===== src/rtl/rgc_pkg.sv =====
package rgc_pkg;
  // register byte offsets
  localparam logic [7:0] GLOBAL_COMMAND_OFS = 8'h18;
  localparam logic [7:0] GLOBAL_STATUS_OFS = 8'h1c;
  localparam logic [7:0] ROOT_TABLE_ADDRESS_OFS = 8'h20;
  localparam logic [7:0] FAULT_LOG_ADDRESS_OFS = 8'h28;
  localparam logic [7:0] ACTIVE_ROOT_OFS = 8'h30;
  localparam logic [7:0] ACTIVE_FAULT_OFS = 8'h34;
  // field positions, shared by command and status words
  localparam int DMA_REMAP_ON_BIT = 31;
  localparam int LOAD_ROOT_POINTER_BIT = 30;
  localparam int LOAD_FAULT_LOG_POINTER_BIT = 29;
  // reset value and command-read filler
  localparam logic [31:0] WORD_RESET = 32'h0000_0000;
  localparam logic [31:0] UNDEFINED_READ = 32'h0000_0000;
  typedef enum logic [1:0] {
    ST_IDLE = 2'b01,
    ST_DRAIN = 2'b10
  } rgc_state_t;
endpackage


===== src/rtl/rgc_drain.sv =====
`timescale 1ns/10ps
module rgc_drain #(
  parameter int CNT_W = 6
) (
  input wire logic clk,
  input wire logic rst_n,
  input wire logic start,
  input wire logic done,
  output logic idle
);
  logic [CNT_W-1:0] count_r;
  logic [CNT_W-1:0] count_nxt;

  generate
    if (CNT_W < 1 || CNT_W > 16) begin : g_bad
      $error("rgc_drain: CNT_W out of range");
    end
  endgenerate

  // no transaction in flight once this cycle's events settle
  always_comb begin
    count_nxt = count_r + CNT_W'(start) - CNT_W'(done);
    idle = !start && (count_r == '0 || (count_r == CNT_W'(1) && done));
  end

  always_ff @(posedge clk) begin
    if (!rst_n) begin
      count_r <= '0;
    end else begin
      count_r <= count_nxt;
    end
  end
endmodule


===== src/rtl/rgc_top.sv =====
// Notes on behaviour
// - bit 31 write requests remapping on/off
// - remap-on status shows completed switch
// - switch only at a transaction boundary
// - drain in-flight requests before switch completes
// - command bits read back undefined
// - bit 30 latches root table address
// - root-pointer status shows load complete
// - writing zero to load bits does nothing
// - bit 29 latches fault-log pointer, if supported
// - fault-pointer status shows load complete
// - fault pointer reload accepted while remapping
//
// Added by the designer: the address-and-strobe port.
`timescale 1ns/10ps
module rgc_top #(
  parameter int DRAIN_EN = 1,
  parameter int ADV_LOG_EN = 1,
  parameter int CNT_W = 6
) (
  input wire logic CLOCK,
  input wire logic RESET_N,
  input wire logic [7:0] REG_ADDR,
  input wire logic [31:0] REG_WDATA,
  input wire logic REG_WR,
  input wire logic REG_RD,
  output logic [31:0] REG_RDATA,
  input wire logic DMA_START,
  input wire logic DMA_DONE,
  output logic DMA_HOLD,
  output logic REMAP_ACTIVE,
  output logic [31:0] ROOT_POINTER,
  output logic [31:0] FAULT_LOG_POINTER
);
  rgc_pkg::rgc_state_t state_r;
  rgc_pkg::rgc_state_t state_nxt;
  logic target_r;
  logic target_nxt;
  logic remap_r;
  logic remap_nxt;
  logic hold_r;
  logic hold_nxt;
  logic root_pend_r;
  logic root_pend_nxt;
  logic root_sts_r;
  logic root_sts_nxt;
  logic fault_pend_r;
  logic fault_pend_nxt;
  logic fault_sts_r;
  logic fault_sts_nxt;
  logic [31:0] root_addr_r;
  logic [31:0] root_addr_nxt;
  logic [31:0] fault_addr_r;
  logic [31:0] fault_addr_nxt;
  logic [31:0] active_root_r;
  logic [31:0] active_root_nxt;
  logic [31:0] active_fault_r;
  logic [31:0] active_fault_nxt;
  logic [31:0] rdata_r;
  logic [31:0] rdata_nxt;
  logic wr_cmd;
  logic drain_idle;

  generate
    if (DRAIN_EN < 0 || DRAIN_EN > 1 || ADV_LOG_EN < 0 || ADV_LOG_EN > 1) begin : g_bad
      $error("rgc_top: DRAIN_EN and ADV_LOG_EN must be 0 or 1");
    end
  endgenerate

  rgc_drain #(
    .CNT_W(CNT_W)
  ) u_drain (
    .clk(CLOCK),
    .rst_n(RESET_N),
    .start(DMA_START),
    .done(DMA_DONE),
    .idle(drain_idle)
  );

  assign wr_cmd = REG_WR && REG_ADDR == rgc_pkg::GLOBAL_COMMAND_OFS;

  // remap switch sequencing
  always_comb begin
    state_nxt = state_r;
    target_nxt = target_r;
    remap_nxt = remap_r;
    hold_nxt = hold_r;
    if (wr_cmd) begin
      target_nxt = REG_WDATA[rgc_pkg::DMA_REMAP_ON_BIT];
    end
    case (state_r)
      rgc_pkg::ST_IDLE: begin
        if (target_r != remap_r) begin
          state_nxt = rgc_pkg::ST_DRAIN;
          hold_nxt = (DRAIN_EN == 1);
        end
      end
      rgc_pkg::ST_DRAIN: begin
        // switch only with nothing in flight
        if (drain_idle) begin
          remap_nxt = target_r;
          hold_nxt = 1'b0;
          state_nxt = rgc_pkg::ST_IDLE;
        end
      end
      default: begin
        state_nxt = rgc_pkg::ST_IDLE;
        hold_nxt = 1'b0;
      end
    endcase
  end

  always_ff @(posedge CLOCK) begin
    if (!RESET_N) begin
      state_r <= rgc_pkg::ST_IDLE;
      target_r <= 1'b0;
      remap_r <= 1'b0;
      hold_r <= 1'b0;
    end else begin
      state_r <= state_nxt;
      target_r <= target_nxt;
      remap_r <= remap_nxt;
      hold_r <= hold_nxt;
    end
  end

  // pointer registers and pointer loads
  always_comb begin
    root_addr_nxt = root_addr_r;
    fault_addr_nxt = fault_addr_r;
    active_root_nxt = active_root_r;
    active_fault_nxt = active_fault_r;
    root_pend_nxt = root_pend_r;
    root_sts_nxt = root_sts_r;
    fault_pend_nxt = fault_pend_r;
    fault_sts_nxt = fault_sts_r;
    if (REG_WR && REG_ADDR == rgc_pkg::ROOT_TABLE_ADDRESS_OFS) begin
      root_addr_nxt = REG_WDATA;
    end
    if (REG_WR && REG_ADDR == rgc_pkg::FAULT_LOG_ADDRESS_OFS) begin
      fault_addr_nxt = REG_WDATA;
    end
    if (root_pend_r) begin
      active_root_nxt = root_addr_r;
      root_pend_nxt = 1'b0;
      root_sts_nxt = 1'b1;
    end
    if (fault_pend_r) begin
      active_fault_nxt = fault_addr_r;
      fault_pend_nxt = 1'b0;
      fault_sts_nxt = 1'b1;
    end
    // new command wins over completion; zero bits ignored
    if (wr_cmd && REG_WDATA[rgc_pkg::LOAD_ROOT_POINTER_BIT]) begin
      root_pend_nxt = 1'b1;
      root_sts_nxt = 1'b0;
    end
    if (wr_cmd && REG_WDATA[rgc_pkg::LOAD_FAULT_LOG_POINTER_BIT] && ADV_LOG_EN == 1) begin
      fault_pend_nxt = 1'b1;
      fault_sts_nxt = 1'b0;
    end
  end

  always_ff @(posedge CLOCK) begin
    if (!RESET_N) begin
      root_addr_r <= rgc_pkg::WORD_RESET;
      fault_addr_r <= rgc_pkg::WORD_RESET;
      active_root_r <= rgc_pkg::WORD_RESET;
      active_fault_r <= rgc_pkg::WORD_RESET;
      root_pend_r <= 1'b0;
      root_sts_r <= 1'b0;
      fault_pend_r <= 1'b0;
      fault_sts_r <= 1'b0;
    end else begin
      root_addr_r <= root_addr_nxt;
      fault_addr_r <= fault_addr_nxt;
      active_root_r <= active_root_nxt;
      active_fault_r <= active_fault_nxt;
      root_pend_r <= root_pend_nxt;
      root_sts_r <= root_sts_nxt;
      fault_pend_r <= fault_pend_nxt;
      fault_sts_r <= fault_sts_nxt;
    end
  end

  // read path, one cycle latency
  always_comb begin
    rdata_nxt = rgc_pkg::WORD_RESET;
    if (REG_RD) begin
      case (REG_ADDR)
        // command word reads as a fixed filler
        rgc_pkg::GLOBAL_COMMAND_OFS: rdata_nxt = rgc_pkg::UNDEFINED_READ;
        rgc_pkg::GLOBAL_STATUS_OFS: begin
          rdata_nxt[rgc_pkg::DMA_REMAP_ON_BIT] = remap_r;
          rdata_nxt[rgc_pkg::LOAD_ROOT_POINTER_BIT] = root_sts_r;
          rdata_nxt[rgc_pkg::LOAD_FAULT_LOG_POINTER_BIT] = fault_sts_r;
        end
        rgc_pkg::ROOT_TABLE_ADDRESS_OFS: rdata_nxt = root_addr_r;
        rgc_pkg::FAULT_LOG_ADDRESS_OFS: rdata_nxt = fault_addr_r;
        rgc_pkg::ACTIVE_ROOT_OFS: rdata_nxt = active_root_r;
        rgc_pkg::ACTIVE_FAULT_OFS: rdata_nxt = active_fault_r;
        default: rdata_nxt = rgc_pkg::WORD_RESET;
      endcase
    end
  end

  always_ff @(posedge CLOCK) begin
    if (!RESET_N) begin
      rdata_r <= rgc_pkg::WORD_RESET;
    end else begin
      rdata_r <= rdata_nxt;
    end
  end

  assign REG_RDATA = rdata_r;
  assign DMA_HOLD = hold_r;
  assign REMAP_ACTIVE = remap_r;
  assign ROOT_POINTER = active_root_r;
  assign FAULT_LOG_POINTER = active_fault_r;
endmodule


===== config.mk =====
export PLATFORM = sky130hd
export DESIGN_NAME = rgc_top
export DESIGN_NICKNAME = d
export VERILOG_FILES = /design/src/rtl/rgc_pkg.sv /design/src/rtl/rgc_drain.sv /design/src/rtl/rgc_top.sv
export SDC_FILE = /design/constraint.sdc
export NUM_CORES = 1
export LEC_CHECK = 0
export BUFFER_PORTS_ARGS = -buffer_cell sky130_fd_sc_hd__clkbuf_2
export CAP_MARGIN = 30
export CELL_PAD_IN_SITES_DETAIL_PLACEMENT = 0
export CELL_PAD_IN_SITES_GLOBAL_PLACEMENT = 1
export CORE_MARGIN = 4
export CORE_UTILIZATION = 41
export DETAILED_ROUTE_END_ITERATION = 10
export PLACE_DENSITY = 0.91
export SLEW_MARGIN = 0
export SYNTH_ARGS = -nofsm -noshare
export SYNTH_HDL_FRONTEND = slang
export SYNTH_SLANG_ARGS = --single-unit

===== constraint.sdc =====
create_clock -name CLOCK -period 2.2 [get_ports CLOCK]
set_clock_uncertainty 0.15 [all_clocks]
set_input_delay 0.33 -clock CLOCK [delete_from_list [all_inputs] [get_ports CLOCK]]
set_output_delay 0.33 -clock CLOCK [all_outputs]
set_load 0.01 [all_outputs]

* Yosys cells after proc, flatten, opt, wreduce, memory -nomap -nowiden
Index checks and enable logic that the tools add are counted.
** Operators by class
- Mux-type cells :: 10
- $lt $le $gt $ge :: 0
- Div/mod/pow operators :: 0
- Add/subtract/negate cells :: 2
- Reduce and logical (&&, ||, !) cells :: 15
- Equal/unequal tests :: 12
- Multiply operators :: 0
- Bitwise gates (word level) :: 1
- Shift-type cells :: 0
** Operator list (number)
- one-hot mux 29 bit (4 select lines) :: 1
- == test 8 x 6 -> 1 bit (second input constant) :: 4
- == test 8 x 5 -> 1 bit (second input constant) :: 2
- one-hot mux 3 bit (5 select lines) :: 1
- logical AND 1 bit :: 7
- adder 6 x 1 -> 6 bit :: 1
- == test 6 x 1 -> 1 bit (second input constant) :: 1
- zero test 6 bit :: 1
- AND reduction 2 bit :: 3
- subtractor 6 x 1 -> 6 bit :: 1
- 2-to-1 mux 1 bit :: 4
- 2-to-1 mux 2 bit :: 2
- != test 2 bit (second input constant) :: 2
- one-hot mux 2 bit (2 select lines) :: 1
- OR reduction 2 bit :: 2
- == test 2 x 1 -> 1 bit (second input constant) :: 1
- == test 2 bit (second input constant) :: 1
- one-hot mux 1 bit (2 select lines) :: 1
- zero test 1 bit :: 1
- logical OR 1 bit :: 1
- != test 1 bit :: 1
- inverter 1 bit :: 1
** Storage, ports and cells
- Latch bits :: 0
- Output and inout bits :: 98
- Bits in registers :: 175
- Memories :: 0
- Memory bits (writable) :: 0
- Memory bits (read-only) :: 0
- Input bits :: 46
- Word-level logic and storage cells :: 54

* Longest topological paths before layout
- Word-level depth :: 6
- Gate-level depth with buffers :: 10
- Depth with buffers taken out :: 10

* Cells and area by module
A second synthesis with hierarchy kept.
** Second synthesis, totals
- Cells, all modules :: 833
- Area total of the unflattened synthesis :: 7514.7 um^2
** Modules (own cells, without submodules)
- rgc_top :: area each 7080.5 um^2, sequential area each 3363.2 um^2, times used 1, cells an instance 786
- rgc_drain :: area each 434.2 um^2, sequential area each 120.1 um^2, times used 1, cells an instance 47

* Worst setup path before layout
Ideal clock, no wire load.
- Path kind :: input to register
- Start point :: input DMA_DONE
- End point :: register u_drain.count_r[4]
- Library setup time :: 0.130 ns
- Buffers on the path :: 0
- Data arrival time :: 1.712 ns
- Stages on the path :: 9
- Path slack :: 0.207 ns
- Data required time :: 1.920 ns
- Path through :: ha_1 -> inv_1 -> ha_1 -> inv_1 -> fa_1 -> nand2b_1 -> a21oi_1 -> o21a_1 -> nor3_1
** On the way
- Cells in the longest elaborated chain, start to end :: 1
** RTL lines
- start: declaration :: RTL line rgc_top.sv:29 : input wire logic DMA_DONE,
- subtractor 6 x 1 -> 6 bit :: RTL line rgc_drain.sv:22 : count_nxt = count_r + CNT_W'(start) - CNT_W'(done);
- end signal: assignment :: RTL line rgc_drain.sv:30 : count_r <= count_nxt;
- end: declaration :: RTL line rgc_drain.sv:11 : logic [CNT_W-1:0] count_r;
Every way passes these cells.
A chain may end at the register's enable or synchronous reset.

* Worst setup path in the final report
- Start point :: register u_drain.count_r[0]
- End point :: register u_drain.count_r[4]
** On the way
- Cells in the longest elaborated chain, start to end :: 2
** RTL lines (RTL line)
- adder 6 x 1 -> 6 bit :: rgc_drain.sv:22
- subtractor 6 x 1 -> 6 bit :: rgc_drain.sv:22
Every way passes these cells.

==> impl_metrics.tcl <==
set metrics [dict create \
    drive_above_1_share 0.2898 \
    crit_fanout 3 \
    dieWidth_um 139.9 \
    path_class "reg -> reg" \
    max_freq_ghz 0.4764 \
    setup_viol 0 \
    fin_area_um2 8940 \
    worst-path-buf-inv 3 \
    drv_cap 0 \
    htree_levels 4 \
    critPathLaunchType "flop" \
    drt_wl_total_mm 18.94 \
    clk_latency_ns 0.41 \
    synth.top_cell.area_share 0.4882 \
    cts_sinks 174 \
    track_usage 0.1921 \
    synth-edff-count 0 \
    synth.net_count 819 \
    dp_cells 1101 \
    min_period_over_period 0.9540 \
    ys_seq_area_frac 0.4882 \
    worstPathArrival_ns 2.24 \
    nets 978 \
    place.port_buffers 143 \
    first_pass_iters 5 \
    synthTopCellsByArea "dfxtp_1, mux2_2, mux2i_1, nand2_1, nor2_1" \
    initial_core_util 0.4242 \
    route.detailed.drc 0 \
    synth-seq-cells 174 \
    ios 144 \
    worstPathCellList "inv_1 -> ha_1 -> inv_1 -> ha_1 -> inv_1 -> fa_1 -> nand2b_1 -> a21oi_1 -> o21a_1 -> nor3_1" \
    hold_viol_final 0 \
    async_reset_ff_frac 0 \
    place_area_um2 8149 \
    grt_max_degree 59 \
    ant_nets 0 \
    via_per_inst 5.070 \
    syn_inst 764 \
    final-max-slew-violation-count 0 \
    gp_congestion 0.7956 \
    grt_pass1_wl_mm 30.29 \
    grt-ovfl-total 0 \
    drtIter0Drc 322 \
    synth_area_per_cell_um2 9.338 \
    wl_per_cell_um 16.37 \
    required_ns 2.34 \
    place_ws_ns -0.003034 \
    synth_ff_type "dfxtp_1" \
    p_leak_nw 3.519 \
    slowest_stage "fa_1" \
    setup_ws_ns 0.1011 \
    end_kind "flop" \
    dieArea_um2 19570 \
    cts_max_path_buffers 2 \
    cts_tree "yes" \
    synth_cell_types 42 \
    power_density_nw_per_um2 748.1 \
    area_growth_pct 25.31 \
    row_count 47 \
    grt_pass1_vias 5680 \
    antenna_found_initial 2 \
    finalNonFillerCells 1157 \
    cts.clk_slew.worst_paths_ns 0.06 \
    ctsRootBufferMaster "clkbuf_16" \
    worst_slew_pin_slew_ns 0.4722 \
    cts_buffers 17 \
    fin_crit_ns 2.099 \
    status "complete, no violations" \
    slew_headroom 0.6807 \
    crit_top_cell "inv_1" \
    syn_area_um2 7134 \
    ys_warn_count 0 \
    vias 5866 \
    die_y_um 139.9 \
    ir_worst_vdd_uv 539.4 \
    hpwl_mm 13.07 \
    synth_top_area_cell "dfxtp_1" \
    core-area_um2 16820 \
    hold_path_class "in -> reg" \
    critPathMaxStageDelay_ns 0.41 \
    rsz0062_at_grt "false" \
    crit_family "adder cells" \
]
-- sequential cells by signal, indices dropped and copies added, names as in the netlist --
signal and cells:
target_r 1, fault_addr_r 32, FAULT_LOG_POINTER 32, fault_pend_r 1, u_drain.count_r 6, root_addr_r 32, ROOT_POINTER 32, root_pend_r 1
REG_RDATA 32, REMAP_ACTIVE 1, state_r 2, fault_sts_r 1, root_sts_r 1
-- per-stage QoR --
stage	setup TNS, ns	util	hold WS, ns	power [mW]
after floorplan	0	-	0.2701	3.706
after global placement	0	0.4845	0.3051	3.875
after detailed placement	-0.003034	0.4845	0.3117	3.885
after CTS	0	0.5310	0.004321	6.741
after global routing	0	0.5315	0.01791	6.970
final	0	0.5315	0.02108	6.688
-- worst paths after layout --
path                            from            endpoint  slack, ns  depth (start not counted)
setup / recovery  u_drain.count_r[0]  u_drain.count_r[4]       0.10                         10
setup reg to reg  u_drain.count_r[0]  u_drain.count_r[4]       0.10                         10
hold reg to reg     fault_addr_r[28]    fault_addr_r[28]       0.32                          2
hold / removal          REG_WDATA[9]      root_addr_r[9]       0.02                          3
-- metal layers --
layer,part of all wire,global-route usage,up-vias
li1,-,-,2928
met1,0.47,0.2577,2787
met2,0.47,0.3125,140
met3,0.046,0.03920,11
met4,0.012,0.06068,0
met5,0,0,-
-- layout by cell type, fill, tap and decap left out, types with 4 or more instances in the layout --
cell / instances
nand2_1: 129
nor2_1: 101
nand4_1: 5
inv_1: 11
a21oi_1: 69
clkbuf_1: 4
clkbuf_2: 143
clkbuf_16: 17
buf_4: 24
o21ai_0: 4
dfxtp_1: 172
ha_1: 8
mux2_2: 63
mux2i_1: 67
and3_1: 5
buf_12: 4
a22oi_1: 31
nor3_1: 5
dlygate4sd3_1: 23
-- kinds of logic (layout without fill, tap and decap cells) --
kind of cell	after synthesis	after routing	share of synthesized area
AND/OR/NAND/NOR	268	268	0.1613
flip-flops	174	174	0.4882
multiplexers	130	130	0.1934
AO/OA/AOI/OAI	114	114	0.09435
buffers and inverters	66	237	0.04209
adder cells (fa/ha/maj)	9	9	0.01684
XOR/XNOR	3	3	0.003684
other	0	2	0
-- Yosys cell counts, types with 4 or more instances --
library cell,count
dfxtp_1,174
nand2_1,129
nor2_1,101
a21oi_1,70
mux2i_1,67
mux2_2,63
a22oi_1,31
buf_2,24
clkbuf_1,24
inv_1,11
ha_1,8
and3_1,6
nand4_1,5
nor3_1,5
o21ai_0,4
-- timing repair --
action / CTS / global route
endpoints found under the setup margin: 0 / 1
buffers inserted: 0 / 0
hold buffers: 23 / 0
endpoints found under the hold margin: 38 / 0
gates resized for setup: 0 / 1
-- worst reg2reg max path, stage by stage (launching register included) --
cell      delay (ns)
dfxtp_1         0.30
inv_1           0.06
ha_1            0.27
inv_1           0.06
ha_1            0.15
inv_1           0.06
fa_1            0.41
nand2b_1        0.16
a21oi_1         0.19
o21a_1          0.13
nor3_1          0.04
-- cell type report --
type                            count  area [um^2]
Antenna cell                        2        5.005
Fill cell                        1580         7879
Multi-Input combinational cell    524         3368
Inverter                           12        47.55
Timing Repair Buffer              194         1206
Sequential cell                   174         3486
Clock buffer                       23        467.9
Clock inverter                      8        83.83
Tap cell                          220        275.3
-- report_power, final --
part           total, mW  switching [mW]  internal, mW  leakage, nW
sequential          3.22          0.0215          3.20         1.40
combinational      0.643           0.352         0.290         1.86
clock               2.83            1.21          1.62        0.260
(Power assumes the default switching activity.)
